File: src/hdl/tscc_pkg.sv
package tscc_pkg;
    // ==========================================
    // Sizes
    localparam int NUM_CH = 16;
    localparam int IMP_W = 13;
    localparam int ACC_W = 16;
    localparam int CAL_SAMPLES = 8;
    localparam int CAL_SHIFT = 3;

    // ==========================================
    // Timing
    localparam int TICK_MS = 10;
    localparam int CLK_MHZ = 100;
    localparam int TICK_CYCLES_DOC = TICK_MS * 1000 * CLK_MHZ;

    // ==========================================
    // Register offsets and reset value
    localparam logic [7:0] ADDR_CH_EN_HI = 8'h73;
    localparam logic [7:0] ADDR_CAL_PERIOD = 8'h76;
    localparam logic [7:0] ADDR_CAL_CFG = 8'h77;
    localparam logic [7:0] ADDR_MF_CFG = 8'h78;
    localparam logic [7:0] ADDR_DATA_SEL = 8'h7c;
    localparam logic [7:0] RESET_VALUE = 8'h00;

    // ==========================================
    // Field positions
    localparam int INTERVAL_LSB = 0;
    localparam int INTERVAL_W = 6;
    localparam int MULT_LSB = 6;
    localparam int MULT_W = 2;
    localparam int CAL_EN_BIT = 0;
    localparam int MODEL_LSB = 1;
    localparam int MODEL_W = 2;
    localparam int SPACING_LSB = 3;
    localparam int SPACING_W = 5;
    localparam int MF_ON_BIT = 0;
    localparam int MF_KIND_LSB = 1;
    localparam int MF_KIND_W = 2;

    // ==========================================
    // Codes
    localparam logic [1:0] MODEL_AUTO = 2'h0;
    localparam logic [1:0] MODEL_AUTOTUNE = 2'h2;
    localparam logic [7:0] SEL_TOUCH_TH = 8'h01;
    localparam logic [7:0] SEL_ENV_TH = 8'h02;
    localparam logic [7:0] SEL_DELAY = 8'h03;
    localparam logic [7:0] SEL_LIVE = 8'h04;
    localparam logic [7:0] SEL_REF = 8'h05;
    localparam logic [7:0] SEL_FROZEN = 8'h06;
    localparam logic [3:0] WIDTH_THRESH = 4'h9;
    localparam logic [3:0] WIDTH_DELAY = 4'h6;
    localparam logic [3:0] WIDTH_IMP = 4'hd;
    localparam logic [3:0] WIDTH_NONE = 4'h0;

    // Multiplier codes 0..3 give 8, 32, 128, 512: a shift of 3 plus 2 per step
    localparam int MULT_BASE_SHIFT = 3;
    localparam int MULT_STEP_SHIFT = 2;

    function automatic logic [15:0] period_ticks(input logic [5:0] interval, input logic [1:0] mult);
        return 16'({10'h000, interval} << (MULT_BASE_SHIFT + MULT_STEP_SHIFT * int'(mult)));
    endfunction : period_ticks
endpackage : tscc_pkg

File: src/hdl/tscc_cal_seq.sv
`timescale 1ns/10ps
module tscc_cal_seq #(
    parameter int TICK_CYCLES = tscc_pkg::TICK_CYCLES_DOC
) (
    input wire logic clk_sys,
    input wire logic rstn,
    input wire logic cal_enable,
    input wire logic [5:0] interval,
    input wire logic [1:0] mult,
    input wire logic [4:0] spacing,
    output logic sample,
    output logic done
);
    import tscc_pkg::*;

    localparam int PW = (TICK_CYCLES > 1) ? $clog2(TICK_CYCLES) : 1;
    localparam logic [PW-1:0] PRE_LAST = PW'(TICK_CYCLES - 1);

    if (TICK_CYCLES < 1) begin : g_chk
        $error("TICK_CYCLES must be at least 1");
    end

    typedef enum logic [1:0] {
        CS_IDLE = 2'b00,
        CS_WAIT = 2'b01,
        CS_SAMPLE = 2'b10
    } tscc_cal_state_t;

    typedef struct packed {
        tscc_cal_state_t state;
        logic [PW-1:0] pre;
        logic tick;
        logic [15:0] pc;
        logic [4:0] sc;
        logic [4:0] sp;
        logic [2:0] nsamp;
        logic sample;
        logic done;
    } tscc_cal_t;

    tscc_cal_t r;
    tscc_cal_t next_r;
    logic [15:0] target;
    logic [4:0] spacing_eff;

    assign target = period_ticks(interval, mult);
    // A zero spacing would fire every tick anyway; treat it as one tick
    assign spacing_eff = (spacing == 5'h00) ? 5'h01 : spacing;

    // ==========================================
    // Sequencer
    always_comb begin
        next_r = r;
        next_r.sample = 1'b0;
        next_r.done = 1'b0;
        next_r.tick = (r.pre == PRE_LAST);
        next_r.pre = next_r.tick ? '0 : r.pre + PW'(1);
        if (!cal_enable || interval == 6'h00) begin
            next_r.state = CS_IDLE;
            next_r.pc = 16'h0000;
            next_r.sc = 5'h00;
        end else if (r.tick) begin
            // Period runs free so expiries are spaced by the full period; one falling in an event is dropped
            next_r.pc = (r.pc + 16'h0001 >= target) ? 16'h0000 : r.pc + 16'h0001;
            case (r.state)
                CS_IDLE: begin
                    next_r.state = CS_WAIT;
                    next_r.pc = 16'h0000;
                end
                CS_WAIT: begin
                    if (r.pc + 16'h0001 >= target) begin
                        next_r.sample = 1'b1;
                        next_r.sc = 5'h00;
                        // Spacing is held for the whole event so a host write cannot bunch or stretch samples
                        next_r.sp = spacing_eff;
                        next_r.nsamp = 3'h0;
                        next_r.state = CS_SAMPLE;
                    end
                end
                CS_SAMPLE: begin
                    if (r.sc + 5'h01 >= r.sp) begin
                        next_r.sample = 1'b1;
                        next_r.sc = 5'h00;
                        next_r.nsamp = r.nsamp + 3'h1;
                        if (r.nsamp == 3'(CAL_SAMPLES - 2)) begin
                            next_r.done = 1'b1;
                            next_r.state = CS_WAIT;
                        end
                    end else begin
                        next_r.sc = r.sc + 5'h01;
                    end
                end
                default: next_r.state = CS_IDLE;
            endcase
        end
    end

    always_ff @(posedge clk_sys) begin
        if (!rstn) begin
            r <= '0;
        end else begin
            r <= next_r;
        end
    end

    assign sample = r.sample;
    assign done = r.done;

    // ==========================================
    // Checks
    logic [3:0] h_cnt;
    logic [15:0] h_gap;
    logic [4:0] h_sp_q;
    logic [4:0] h_sp;

    always_ff @(posedge clk_sys) begin
        if (!rstn) begin
            h_cnt <= 4'h0;
            h_gap <= 16'h0000;
            h_sp_q <= 5'h00;
            h_sp <= 5'h00;
        end else begin
            h_sp_q <= spacing_eff;
            if (r.sample) begin
                h_cnt <= (r.nsamp == 3'h0) ? 4'h1 : h_cnt + 4'h1;
                h_gap <= {15'h0000, r.tick};
                if (r.nsamp == 3'h0) begin
                    h_sp <= h_sp_q;
                end
            end else if (r.tick && h_gap != 16'hffff) begin
                h_gap <= h_gap + 16'h0001;
            end
        end
    end
endmodule : tscc_cal_seq

File: src/hdl/tscc_top.sv
`timescale 1ns/10ps
// Summary of operation
// - Each bit of the upper channel enable register switches sensing channels 8 to 15 on when one, off when zero.
// - The calibration period is the six-bit interval times 10 ms times 8, 32, 128 or 512 from the two-bit code.
// - Calibration samples are spaced by the five-bit spacing field times 10 ms.
// - Model code 00 is plain auto calibration, 10 adds auto-tuning, and the host never writes 01 or 11.
// - In the auto-tuning model the host is denied access to each channel's reference delay.
// - In the auto-tuning model a channel drifting out of the dynamic range starts auto-tuning by itself.
// - The calibration enable bit turns periodic calibration on when one and suppresses it when zero.
// - The data select register decides which per-channel quantity the channel data registers present.
// - Select codes 1 to 6 mean touch and environment thresholds, delay, live, reference and frozen impedance.
// - Selecting frozen impedance takes one snapshot; another code and then frozen again takes a fresh one.
// - Each calibration event averages eight impedance samples into the calibrated reference.
module tscc_top #(
    parameter int TICK_CYCLES = tscc_pkg::TICK_CYCLES_DOC
) (
    input wire logic clk_sys,
    input wire logic rstn,
    input wire logic [7:0] reg_addr,
    input wire logic [7:0] reg_wdata,
    input wire logic reg_write,
    input wire logic reg_read,
    output logic [7:0] reg_rdata,
    output logic reg_rvalid,
    input wire logic [tscc_pkg::NUM_CH*tscc_pkg::IMP_W-1:0] live_impedance,
    input wire logic [tscc_pkg::NUM_CH-1:0] out_of_range,
    output logic [7:0] channel_enable_high,
    output logic calibration_enable,
    output logic delay_access_denied,
    output logic autotune_start,
    output logic median_filter_on,
    output logic [1:0] median_filter_kind,
    output logic [7:0] channel_data_select,
    output logic [3:0] channel_data_width,
    output logic freeze_capture,
    output logic calibration_update,
    output logic [tscc_pkg::NUM_CH*tscc_pkg::IMP_W-1:0] calibrated_reference
);
    import tscc_pkg::*;

    if (NUM_CH < 1 || IMP_W > ACC_W - CAL_SHIFT) begin : g_chk
        $error("accumulator too narrow for eight samples");
    end

    typedef struct packed {
        logic [7:0] ch_en;
        logic [7:0] period;
        logic [7:0] cfg;
        logic [7:0] mf;
        logic [7:0] dsel;
        logic rvalid;
        logic [7:0] rdata;
        logic deny;
        logic [3:0] width;
        logic freeze;
        logic tune_cond;
        logic tune;
        logic update;
        logic [NUM_CH-1:0][ACC_W-1:0] acc;
        logic [NUM_CH-1:0][IMP_W-1:0] ref_v;
    } tscc_state_t;

    tscc_state_t r;
    tscc_state_t next_r;
    logic cal_sample;
    logic cal_done;
    logic [NUM_CH-1:0][ACC_W-1:0] acc_sum;

    // ==========================================
    // Calibration timing
    tscc_cal_seq #(
        .TICK_CYCLES(TICK_CYCLES)
    ) u_cal_seq (
        .clk_sys(clk_sys),
        .rstn(rstn),
        .cal_enable(r.cfg[CAL_EN_BIT]),
        .interval(r.period[INTERVAL_LSB +: INTERVAL_W]),
        .mult(r.period[MULT_LSB +: MULT_W]),
        .spacing(r.cfg[SPACING_LSB +: SPACING_W]),
        .sample(cal_sample),
        .done(cal_done)
    );

    // ==========================================
    // Per-channel running sum of calibration samples
    for (genvar i = 0; i < NUM_CH; i++) begin : g_acc
        assign acc_sum[i] = r.acc[i] + ACC_W'(live_impedance[i*IMP_W +: IMP_W]);
    end

    // ==========================================
    // Register file and derived state
    always_comb begin
        next_r = r;
        next_r.rvalid = reg_read;
        next_r.freeze = 1'b0;
        if (reg_read) begin
            case (reg_addr)
                ADDR_CH_EN_HI: next_r.rdata = r.ch_en;
                ADDR_CAL_PERIOD: next_r.rdata = r.period;
                ADDR_CAL_CFG: next_r.rdata = r.cfg;
                ADDR_MF_CFG: next_r.rdata = r.mf;
                ADDR_DATA_SEL: next_r.rdata = r.dsel;
                default: next_r.rdata = 8'h00;
            endcase
        end
        // Settings are taken at any time; keeping them still while sensing runs is the host's duty
        if (reg_write) begin
            case (reg_addr)
                ADDR_CH_EN_HI: next_r.ch_en = reg_wdata;
                ADDR_CAL_PERIOD: next_r.period = reg_wdata;
                ADDR_CAL_CFG: next_r.cfg = reg_wdata;
                ADDR_MF_CFG: next_r.mf = reg_wdata;
                ADDR_DATA_SEL: begin
                    next_r.dsel = reg_wdata;
                    // Only a change into the frozen code takes a new snapshot
                    next_r.freeze = (reg_wdata == SEL_FROZEN) && (r.dsel != SEL_FROZEN);
                end
                default: begin
                end
            endcase
        end
        // Reserved model codes behave as plain auto calibration
        next_r.deny = (next_r.cfg[MODEL_LSB +: MODEL_W] == MODEL_AUTOTUNE);
        case (next_r.dsel)
            SEL_TOUCH_TH: next_r.width = WIDTH_THRESH;
            SEL_ENV_TH: next_r.width = WIDTH_THRESH;
            SEL_DELAY: next_r.width = WIDTH_DELAY;
            SEL_LIVE: next_r.width = WIDTH_IMP;
            SEL_REF: next_r.width = WIDTH_IMP;
            SEL_FROZEN: next_r.width = WIDTH_IMP;
            default: next_r.width = WIDTH_NONE;
        endcase
        // Edge on the drift condition so a long drift asks for one tuning run only
        next_r.tune_cond = r.deny && (|out_of_range);
        next_r.tune = next_r.tune_cond && !r.tune_cond;
        next_r.update = cal_done;
        for (int i = 0; i < NUM_CH; i++) begin
            if (cal_done) begin
                next_r.ref_v[i] = IMP_W'(acc_sum[i] >> CAL_SHIFT);
                next_r.acc[i] = '0;
            end else if (!r.cfg[CAL_EN_BIT] || r.period[INTERVAL_LSB +: INTERVAL_W] == 6'h00) begin
                // An aborted event must not leave a partial sum for the next one
                next_r.acc[i] = '0;
            end else if (cal_sample) begin
                next_r.acc[i] = acc_sum[i];
            end
        end
    end

    always_ff @(posedge clk_sys) begin
        if (!rstn) begin
            r <= '0;
        end else begin
            r <= next_r;
        end
    end

    assign reg_rdata = r.rdata;
    assign reg_rvalid = r.rvalid;
    assign channel_enable_high = r.ch_en;
    assign calibration_enable = r.cfg[CAL_EN_BIT];
    assign delay_access_denied = r.deny;
    assign autotune_start = r.tune;
    assign median_filter_on = r.mf[MF_ON_BIT];
    assign median_filter_kind = r.mf[MF_KIND_LSB +: MF_KIND_W];
    assign channel_data_select = r.dsel;
    assign channel_data_width = r.width;
    assign freeze_capture = r.freeze;
    assign calibration_update = r.update;
    assign calibrated_reference = r.ref_v;
endmodule : tscc_top

File: config.mk
export PLATFORM = sky130hd
export DESIGN_NAME = tscc_top
export DESIGN_NICKNAME = d
export VERILOG_FILES = /design/src/hdl/tscc_pkg.sv /design/src/hdl/tscc_cal_seq.sv /design/src/hdl/tscc_top.sv
export SDC_FILE = /design/constraint.sdc
export NUM_CORES = 2
export LEC_CHECK = 0
export ABC_AREA = 1
export BUFFER_PORTS_ARGS = -buffer_cell sky130_fd_sc_hd__buf_2
export CAP_MARGIN = 15
export CORE_UTILIZATION = 40
export DETAILED_ROUTE_END_ITERATION = 7
export PLACE_DENSITY = 0.59
export REMOVE_ABC_BUFFERS = 1
export SYNTH_ARGS = -nofsm -noshare
export SYNTH_HDL_FRONTEND = slang
export SYNTH_HIERARCHICAL = 1
export SYNTH_SLANG_ARGS = --single-unit
File: constraint.sdc
create_clock -name clk_sys -period 2.86 [get_ports clk_sys]
set_clock_uncertainty 0.05 [all_clocks]
set_input_delay 0.286 -clock clk_sys [delete_from_list [all_inputs] [get_ports clk_sys]]
set_output_delay 0.286 -clock clk_sys [all_outputs]
set_load 0.005 [all_outputs]
==> flow_metrics.env, run 1 <==
export IMPL_status="complete, no violations"
export IMPL_critPathMaxFanout=8
export IMPL_relSlewSlack=0.173
export IMPL_cts_tree="done"
export IMPL_cts_root_buf="clkbuf_16"
export IMPL_wl_per_cell_um=14.3
export IMPL_post_place_ws_ns=0.0706
export IMPL_yosysTopAreaCell="dfxtp_1"
export IMPL_ys_ff_latch=575
export IMPL_cts_buffer_depth=3
export IMPL_synthArstFlopShare=0
export IMPL_ios=489
export IMPL_criticalPathCategory="reg -> reg"
export IMPL_path_delay_family="simple AND/OR/NAND/NOR gates"
export IMPL_drv_slew=0
export IMPL_grt_pass1_vias=31623
export IMPL_chipWidth_um=305
export IMPL_wl_met3_um=4290
export IMPL_seq_area_frac_synth=0.314
export IMPL_cts_buffers=70
export IMPL_required_ns=3.34
export IMPL_vias=33658
export IMPL_p_leak_nw=22.2
export IMPL_final_nets=6333
export IMPL_viasPerCell=4.76
export IMPL_setup_viol=0
export IMPL_finalCritPeriodShare=0.940
export IMPL_crit_arrival_ns=3.17
export IMPL_cp_common_cell="nand2_1"
export IMPL_track_usage=0.214
export IMPL_dieArea_sq_mm=0.0928
export IMPL_power_density_mw_per_mm2=452
export IMPL_hold_violations=0
export IMPL_fp_dieH_um=305
export IMPL_finish_instance_area_sq_mm=0.0416
export IMPL_num_rows=110
export IMPL_fin_tns_setup_ns=0
export IMPL_ant_nets=0
export IMPL_drive_gt1_frac=0.131
export IMPL_synth_cell_area_sq_mm=0.0366
export IMPL_synth_cells=5589
export IMPL_synth_ff_type="dfxtp_1"
export IMPL_synth_area_top_cells="dfxtp_1 (31%), nand2_1 (18%), ha_1 (8.1%)"
export IMPL_synthToLayoutAreaGrowth_pct=13.5
export IMPL_placedCellCount=6901
export IMPL_cp_end_kind="register"
export IMPL_dp_hpwl_um=73700
export IMPL_cts_htree_levels=3
export IMPL_hp_class="in -> reg"
export IMPL_top_layer="met5"
export IMPL_place_congestion=0.905
export IMPL_synth_cell_type_count=56
export IMPL_core_sq_mm=0.0904
export IMPL_wl_met1_um=47300
export IMPL_clk_latency_ns=0.64
export IMPL_drc=0
export IMPL_crit_path_max_incr_delay_ns=0.36
export IMPL_cp_slowest_cell="dfxtp_4"
export IMPL_clk_pin_slew_ns=0.06
export IMPL_antenna_found_initial=14
export IMPL_placed_area_sq_mm=0.0385
export IMPL_timing_final_ws_setup_ns=0.171
export IMPL_cp_num_buf_inv=2
export IMPL_cts_sinks=575
export IMPL_drt_iter0_drc=1799
export IMPL_grt_pass1_wl_um=163000
export IMPL_synth_enable_flop_cells=0
export IMPL_synth_top_area_frac=0.314
export IMPL_start_util=0.405
export IMPL_grt_max_degree=206
export IMPL_routed_wirelength_um=102000
export IMPL_cp_cell_sequence="nand2_1 > nor2_2 > nand2_2 > nor2_4 > nand3_2 > xor2_2 > ha_1 > nand2_2 > inv_1 > nand2_1 > nand2_1 > a21oi_2 > buf_4 > nand2_8 > nor2_4 > nand2_1 > a21oi_1"
export IMPL_worst_setup_path_start_kind="register"
export IMPL_finalNonFillerCells=7074
export IMPL_drv_cap=0
export IMPL_finalCriticalPeriod_ns=2.69
export IMPL_fmax_ghz=0.372
export IMPL_avgSynthCellArea_sq_um=6.55
export IMPL_vdd_drop_max_uv=393
export IMPL_ys_warn_count=6
export IMPL_worst_pin_slew_ns=1.24
export IMPL_grt_overflow=0
export IMPL_route_met2_wl_um=47600
export IMPL_drtPass1Iterations=8
export IMPL_port_buffers=488
## worst paths after layout
check	from	end	slack, ns	cells past startpoint
max	u_cal_seq/r[19]$_SDFFE_PP0P_	u_cal_seq/r[30]$_SDFFE_PP0P_	0.17	17
min	rstn	r[503]$_SDFFE_PN0P_	0.06	3
max reg2reg	u_cal_seq/r[19]$_SDFFE_PP0P_	u_cal_seq/r[30]$_SDFFE_PP0P_	0.17	17
min reg2reg	r[466]$_SDFF_PN0_	autotune_start$_SDFF_PN0_	0.35	1
## state kept, by name (all words and copies together), names as in the netlist, 2 cells and up
name                  cells
u_cal_seq/r              52
median_filter_kind        2
channel_data_select       8
reg_rdata                 8
channel_enable_high       8
calibrated_reference    208
channel_data_width        3
r                       277
## timing repair
item                                    in CTS  in global routing
endpoints found under the setup margin       0                 32
buffers inserted                             0                  7
hold buffers                                30                  0
resized for setup                            0                 44
hold endpoints to repair                    50                  0
## Yosys cell counts, types with 3 or more instances
master / number
a211o_1: 24
a211oi_1: 16
a21o_1: 16
a21oi_1: 306
a21oi_2: 8
a22o_1: 22
a22oi_1: 14
and3_1: 8
buf_1: 8
buf_2: 62
buf_4: 241
buf_6: 3
clkbuf_1: 76
clkinv_1: 6
dfxtp_1: 575
fa_1: 16
ha_1: 237
inv_1: 748
inv_2: 6
nand2_1: 1774
nand2_2: 8
nand2_4: 5
nand3_1: 304
nand3_2: 6
nand3b_1: 8
nand4_1: 57
nor2_1: 525
nor2_2: 13
nor2_4: 6
nor3_1: 29
nor4_1: 9
o21a_1: 24
o21ai_0: 241
o21bai_1: 16
o22ai_1: 7
or2_2: 18
xnor2_1: 55
xor2_1: 66
## metrics by stage
step | power [mW] | hold WS [ns] | util
finish | 18.8 | 0.0635 | 0.460
global route | 19.5 | 0.0341 | 0.460
CTS | 19.1 | 0.00741 | 0.457
detailed placement | 9.20 | 0.345 | 0.426
global placement | 9.19 | 0.345 | 0.426
floorplan | 8.78 | 0.325 | -
## cell families after synthesis
family / synth area share
DFF: 0.314
AOI/OAI and AO/OA: 0.108
and+or+nand+nor: 0.313
xor gates and xnor gates: 0.0294
buffers and inverters: 0.146
adders and majority gates: 0.0897
## cells in the final DEF (no fill, tap or decap), drive strengths merged
master,instances
or3,1
clkinvlp,4
diode,7
o22ai,7
a21oi,314
dlygate4sd3,30
xnor2,56
nor3b,4
and2,1
o41ai,1
dfxtp,575
nand4,60
nand2,1787
o31ai,1
nand3b,8
clkinv,12
a22o,22
nor2,547
a21o,16
bufinv,10
o21a,24
a22oi,14
and3,8
nand3,313
o21ai,245
ha,237
inv,761
a211oi,17
buf,534
fa,16
a31oi,1
nor4,9
o21bai,16
nor3,30
a211o,24
or2,20
clkbuf,100
xor2,66
## where the power goes
group | internal, mW | switching, mW | leakage, nW
Combinational | 0.389 | 0.636 | 16.3
Sequential | 8.01 | 0.00759 | 4.64
Clock | 6.02 | 3.74 | 1.23
## worst reg2reg max path, delay by kind of cell (launching register included)
family	cells	cell delay, ns
compound gates	2	0.29
xor+xnor	1	0.17
fa+ha+maj	1	0.30
buf+inv	2	0.21
flops	1	0.36
simple gates	11	1.17
## metal layers
metal	global-route usage	vias up
met5	0	-
li1	-	17877
met1	0.273	15083
met3	0.0382	148
met2	0.367	542
met4	0.0603	8
## layout make-up
type | instances | area, sq um
Timing Repair Buffer | 564 | 3220
Inverter | 760 | 2860
Fill cell | 9534 | 48800
Clock buffer | 100 | 2100
Tap cell | 1176 | 1470
Clock inverter | 27 | 414
Sequential cell | 575 | 11500
Antenna cell | 7 | 17.5
Multi-Input combinational cell | 3865 | 20000
No activity file was read; power rests on OpenSTA's default activity.
==> run 2, diff against run 1 <==
--- a/config.mk
+++ b/config.mk
@@ -8,9 +8,10 @@
 export ABC_AREA = 1
 export BUFFER_PORTS_ARGS = -buffer_cell sky130_fd_sc_hd__buf_2
 export CAP_MARGIN = 15
-export CORE_UTILIZATION = 40
+export CORE_MARGIN = 5
+export CORE_UTILIZATION = 53
 export DETAILED_ROUTE_END_ITERATION = 7
-export PLACE_DENSITY = 0.59
+export PLACE_DENSITY = 0.88
 export REMOVE_ABC_BUFFERS = 1
 export SYNTH_ARGS = -nofsm -noshare
 export SYNTH_HDL_FRONTEND = slang
==> flow_metrics.env, run 2 (synthesis gave the netlist of run 1 again) <==
export IMPL_status="complete, no violations"
export IMPL_hold_violations=0
export IMPL_cp_num_buf_inv=2
export IMPL_power_density_mw_per_mm2=433
export IMPL_place_congestion=0.957
export IMPL_path_delay_family="simple AND/OR/NAND/NOR gates"
export IMPL_fmax_ghz=0.375
export IMPL_cts_tree="done"
export IMPL_regMostFlops="r"
export IMPL_vdd_drop_max_uv=409
export IMPL_r2r_end="u_cal_seq/r[28]$_SDFFE_PP0P_"
export IMPL_r2r_slack_ns=0.19
export IMPL_pwr_share_clk=0.485
export IMPL_grt_pass1_wl_um=164000
export IMPL_drv_slew=0
export IMPL_drive_gt1_frac=0.125
export IMPL_final_nets=6307
export IMPL_ios=489
export IMPL_placedCellCount=6650
export IMPL_chipWidth_um=273
export IMPL_grt_pass1_vias=33556
export IMPL_power_share_sequential=0.456
export IMPL_crit_path_end="u_cal_seq/r[28]$_SDFFE_PP0P_"
export IMPL_track_usage=0.263
export IMPL_start_util=0.534
export IMPL_grtUsageMet1=0.325
export IMPL_drc=0
export IMPL_finalNonFillerCells=6799
export IMPL_cp_cell_sequence="nand2_1 > nor2_2 > nand2_2 > nor2_4 > nand3_1 > xor2_1 > ha_1 > nand2_2 > inv_1 > nand2_1 > nand2_1 > a21oi_2 > buf_4 > nand2_4 > nor2_4 > nand2_1 > a21oi_1"
export IMPL_criticalPathCategory="reg -> reg"
export IMPL_wl_per_cell_um=15.1
export IMPL_cp_end_kind="register"
export IMPL_vias=35529
export IMPL_finalCritPeriodShare=0.933
export IMPL_relSlewSlack=0.303
export IMPL_setup_viol=0
export IMPL_finalPower_mw=17.6
export IMPL_required_ns=3.32
export IMPL_clk_pin_slew_ns=0.06
export IMPL_synthToLayoutAreaGrowth_pct=10.9
export IMPL_fin_tns_setup_ns=0
export IMPL_ant_nets=0
export IMPL_grt_met2_usage=0.443
export IMPL_core_sq_mm=0.0686
export IMPL_p_leak_nw=21.8
export IMPL_grt_max_degree=171
export IMPL_r2r_start="u_cal_seq/r[17]$_SDFFE_PP0P_"
export IMPL_switching_power_mw=4.24
export IMPL_drtPass1Iterations=7
export IMPL_cts_root_buf="clkbuf_16"
export IMPL_cp_slowest_cell="dfxtp_2"
export IMPL_cts_buffers=67
export IMPL_cts_sinks=575
export IMPL_hp_class="in -> reg"
export IMPL_largest_reg_flops=277
export IMPL_worstSetupStartpoint="u_cal_seq/r[17]$_SDFFE_PP0P_"
export IMPL_crit_path_max_incr_delay_ns=0.37
export IMPL_finalCriticalPeriod_ns=2.67
export IMPL_top_usage_layer="met2"
export IMPL_drt_iter0_drc=2994
export IMPL_cts_htree_levels=3
export IMPL_intPower_mw=13.4
export IMPL_worst_pin_slew_ns=1.05
export IMPL_clk_latency_ns=0.62
export IMPL_cp_depth=17
export IMPL_worst_setup_path_start_kind="register"
export IMPL_rr_worst_depth=17
export IMPL_switching_share=0.241
export IMPL_grt_overflow=0
export IMPL_final_cell_mix="nand2_1 (1,772), inv_1 (747), dfxtp_1 (568)"
export IMPL_cp_common_cell="nand2_1"
export IMPL_fp_dieH_um=273
export IMPL_port_buffers=488
export IMPL_dp_hpwl_um=73700
export IMPL_routed_wirelength_um=102000
export IMPL_pwr_share_comb=0.059
export IMPL_critPathMaxFanout=8
export IMPL_cts_buffer_depth=3
export IMPL_num_rows=96
export IMPL_viasPerCell=5.23
export IMPL_drv_cap=0
export IMPL_dieArea_sq_mm=0.0745
export IMPL_antenna_found_initial=24
export IMPL_use_met3=0.0568
export IMPL_layout_cells_most_common="nand2_1"
export IMPL_crit_arrival_ns=3.13
-- run 2: cell types whose count changed in the layout (fill, tap and decap cells not counted), moves of 4 or more --
| cell | change |
|---|---|
| buf_4 | -6 |
| bufinv_16 | -6 |
| clkbuf_16 | -5 |
| clkbuf_8 | -10 |
| dfxtp_4 | -4 |
| diode_2 | +9 |
| dlygate4sd3_1 | -14 |
| inv_6 | -4 |
-- run 2: metal layers --
metal	vias to the layer above	routed length [um]
li1	17821	-
met1	16136	42500
met2	1229	47300
met3	327	7900
met4	16	4650
met5	-	105
-- run 2: power by group through the flow --
| stage | Clock [mW] | Combinational (mW) | Sequential [mW] |
|---|---|---|---|
| 4_1_cts | 8.72 | 1.02 | 8.03 |
| 6_report | 8.54 | 1.03 | 8.03 |
| 5_1_grt | 9.06 | 1.15 | 8.02 |
| 3_3_place_gp | 0 | 0.970 | 8.20 |
| 2_1_floorplan | 0 | 0.577 | 8.20 |
| 3_5_place_dp | 0 | 0.990 | 8.20 |
-- run 2: area by class of cell --
type,count,area (sq um)
clock buffers,88,1850
clock inverters,23,314
multi-input cells,3864,19900
fillers,6156,28000
well taps,931,1160
inverters,760,2870
repair buffers,542,3000
flip-flops and latches,575,11500
diodes,16,40.0
-- run 2: timing repair --
item | in CTS | in global routing
hold endpoints to repair | 34 | 0
endpoints found under the setup margin | 0 | 31
resized for setup | 0 | 24
hold buffers | 16 | 0
buffers inserted | 0 | 5
-- run 2: how the worst min path moves through the flow --
stage                   startpoint                         to  slack (ns)  cells past startpoint
5_1_grt        live_impedance[117]        r[352]$_SDFFE_PP0P_        0.03                      4
6_report        live_impedance[65]        r[288]$_SDFFE_PP0P_        0.05                      4
2_1_floorplan    r[466]$_SDFF_PN0_  autotune_start$_SDFF_PN0_        0.33                      1
3_5_place_dp     r[466]$_SDFF_PN0_  autotune_start$_SDFF_PN0_        0.33                      1
4_1_cts        live_impedance[117]        r[352]$_SDFFE_PP0P_       0.006                      4
3_3_place_gp     r[466]$_SDFF_PN0_  autotune_start$_SDFF_PN0_        0.33                      1
-- run 2: stage by stage --
stage / area, sq um / worst slack [ns] / hold WS [ns] / util
floorplan: 34100 / -9.10 / 0.325 / -
global placement: 38100 / 0.186 / 0.330 / 0.556
detailed placement: 38100 / 0.0405 / 0.335 / 0.556
CTS: 40500 / 0.0293 / 0.00568 / 0.590
global route: 40600 / -0.00175 / 0.0293 / 0.592
finish: 40600 / 0.192 / 0.0469 / 0.592
-- run 2: worst register-to-register path, delay by kind of cell (launching register included) --
kind | cells | cell delay, ns
buf+inv | 2 | 0.20
xor+xnor | 1 | 0.17
flops | 1 | 0.37
compound gates | 2 | 0.30
simple gates | 11 | 1.15
fa+ha+maj | 1 | 0.32
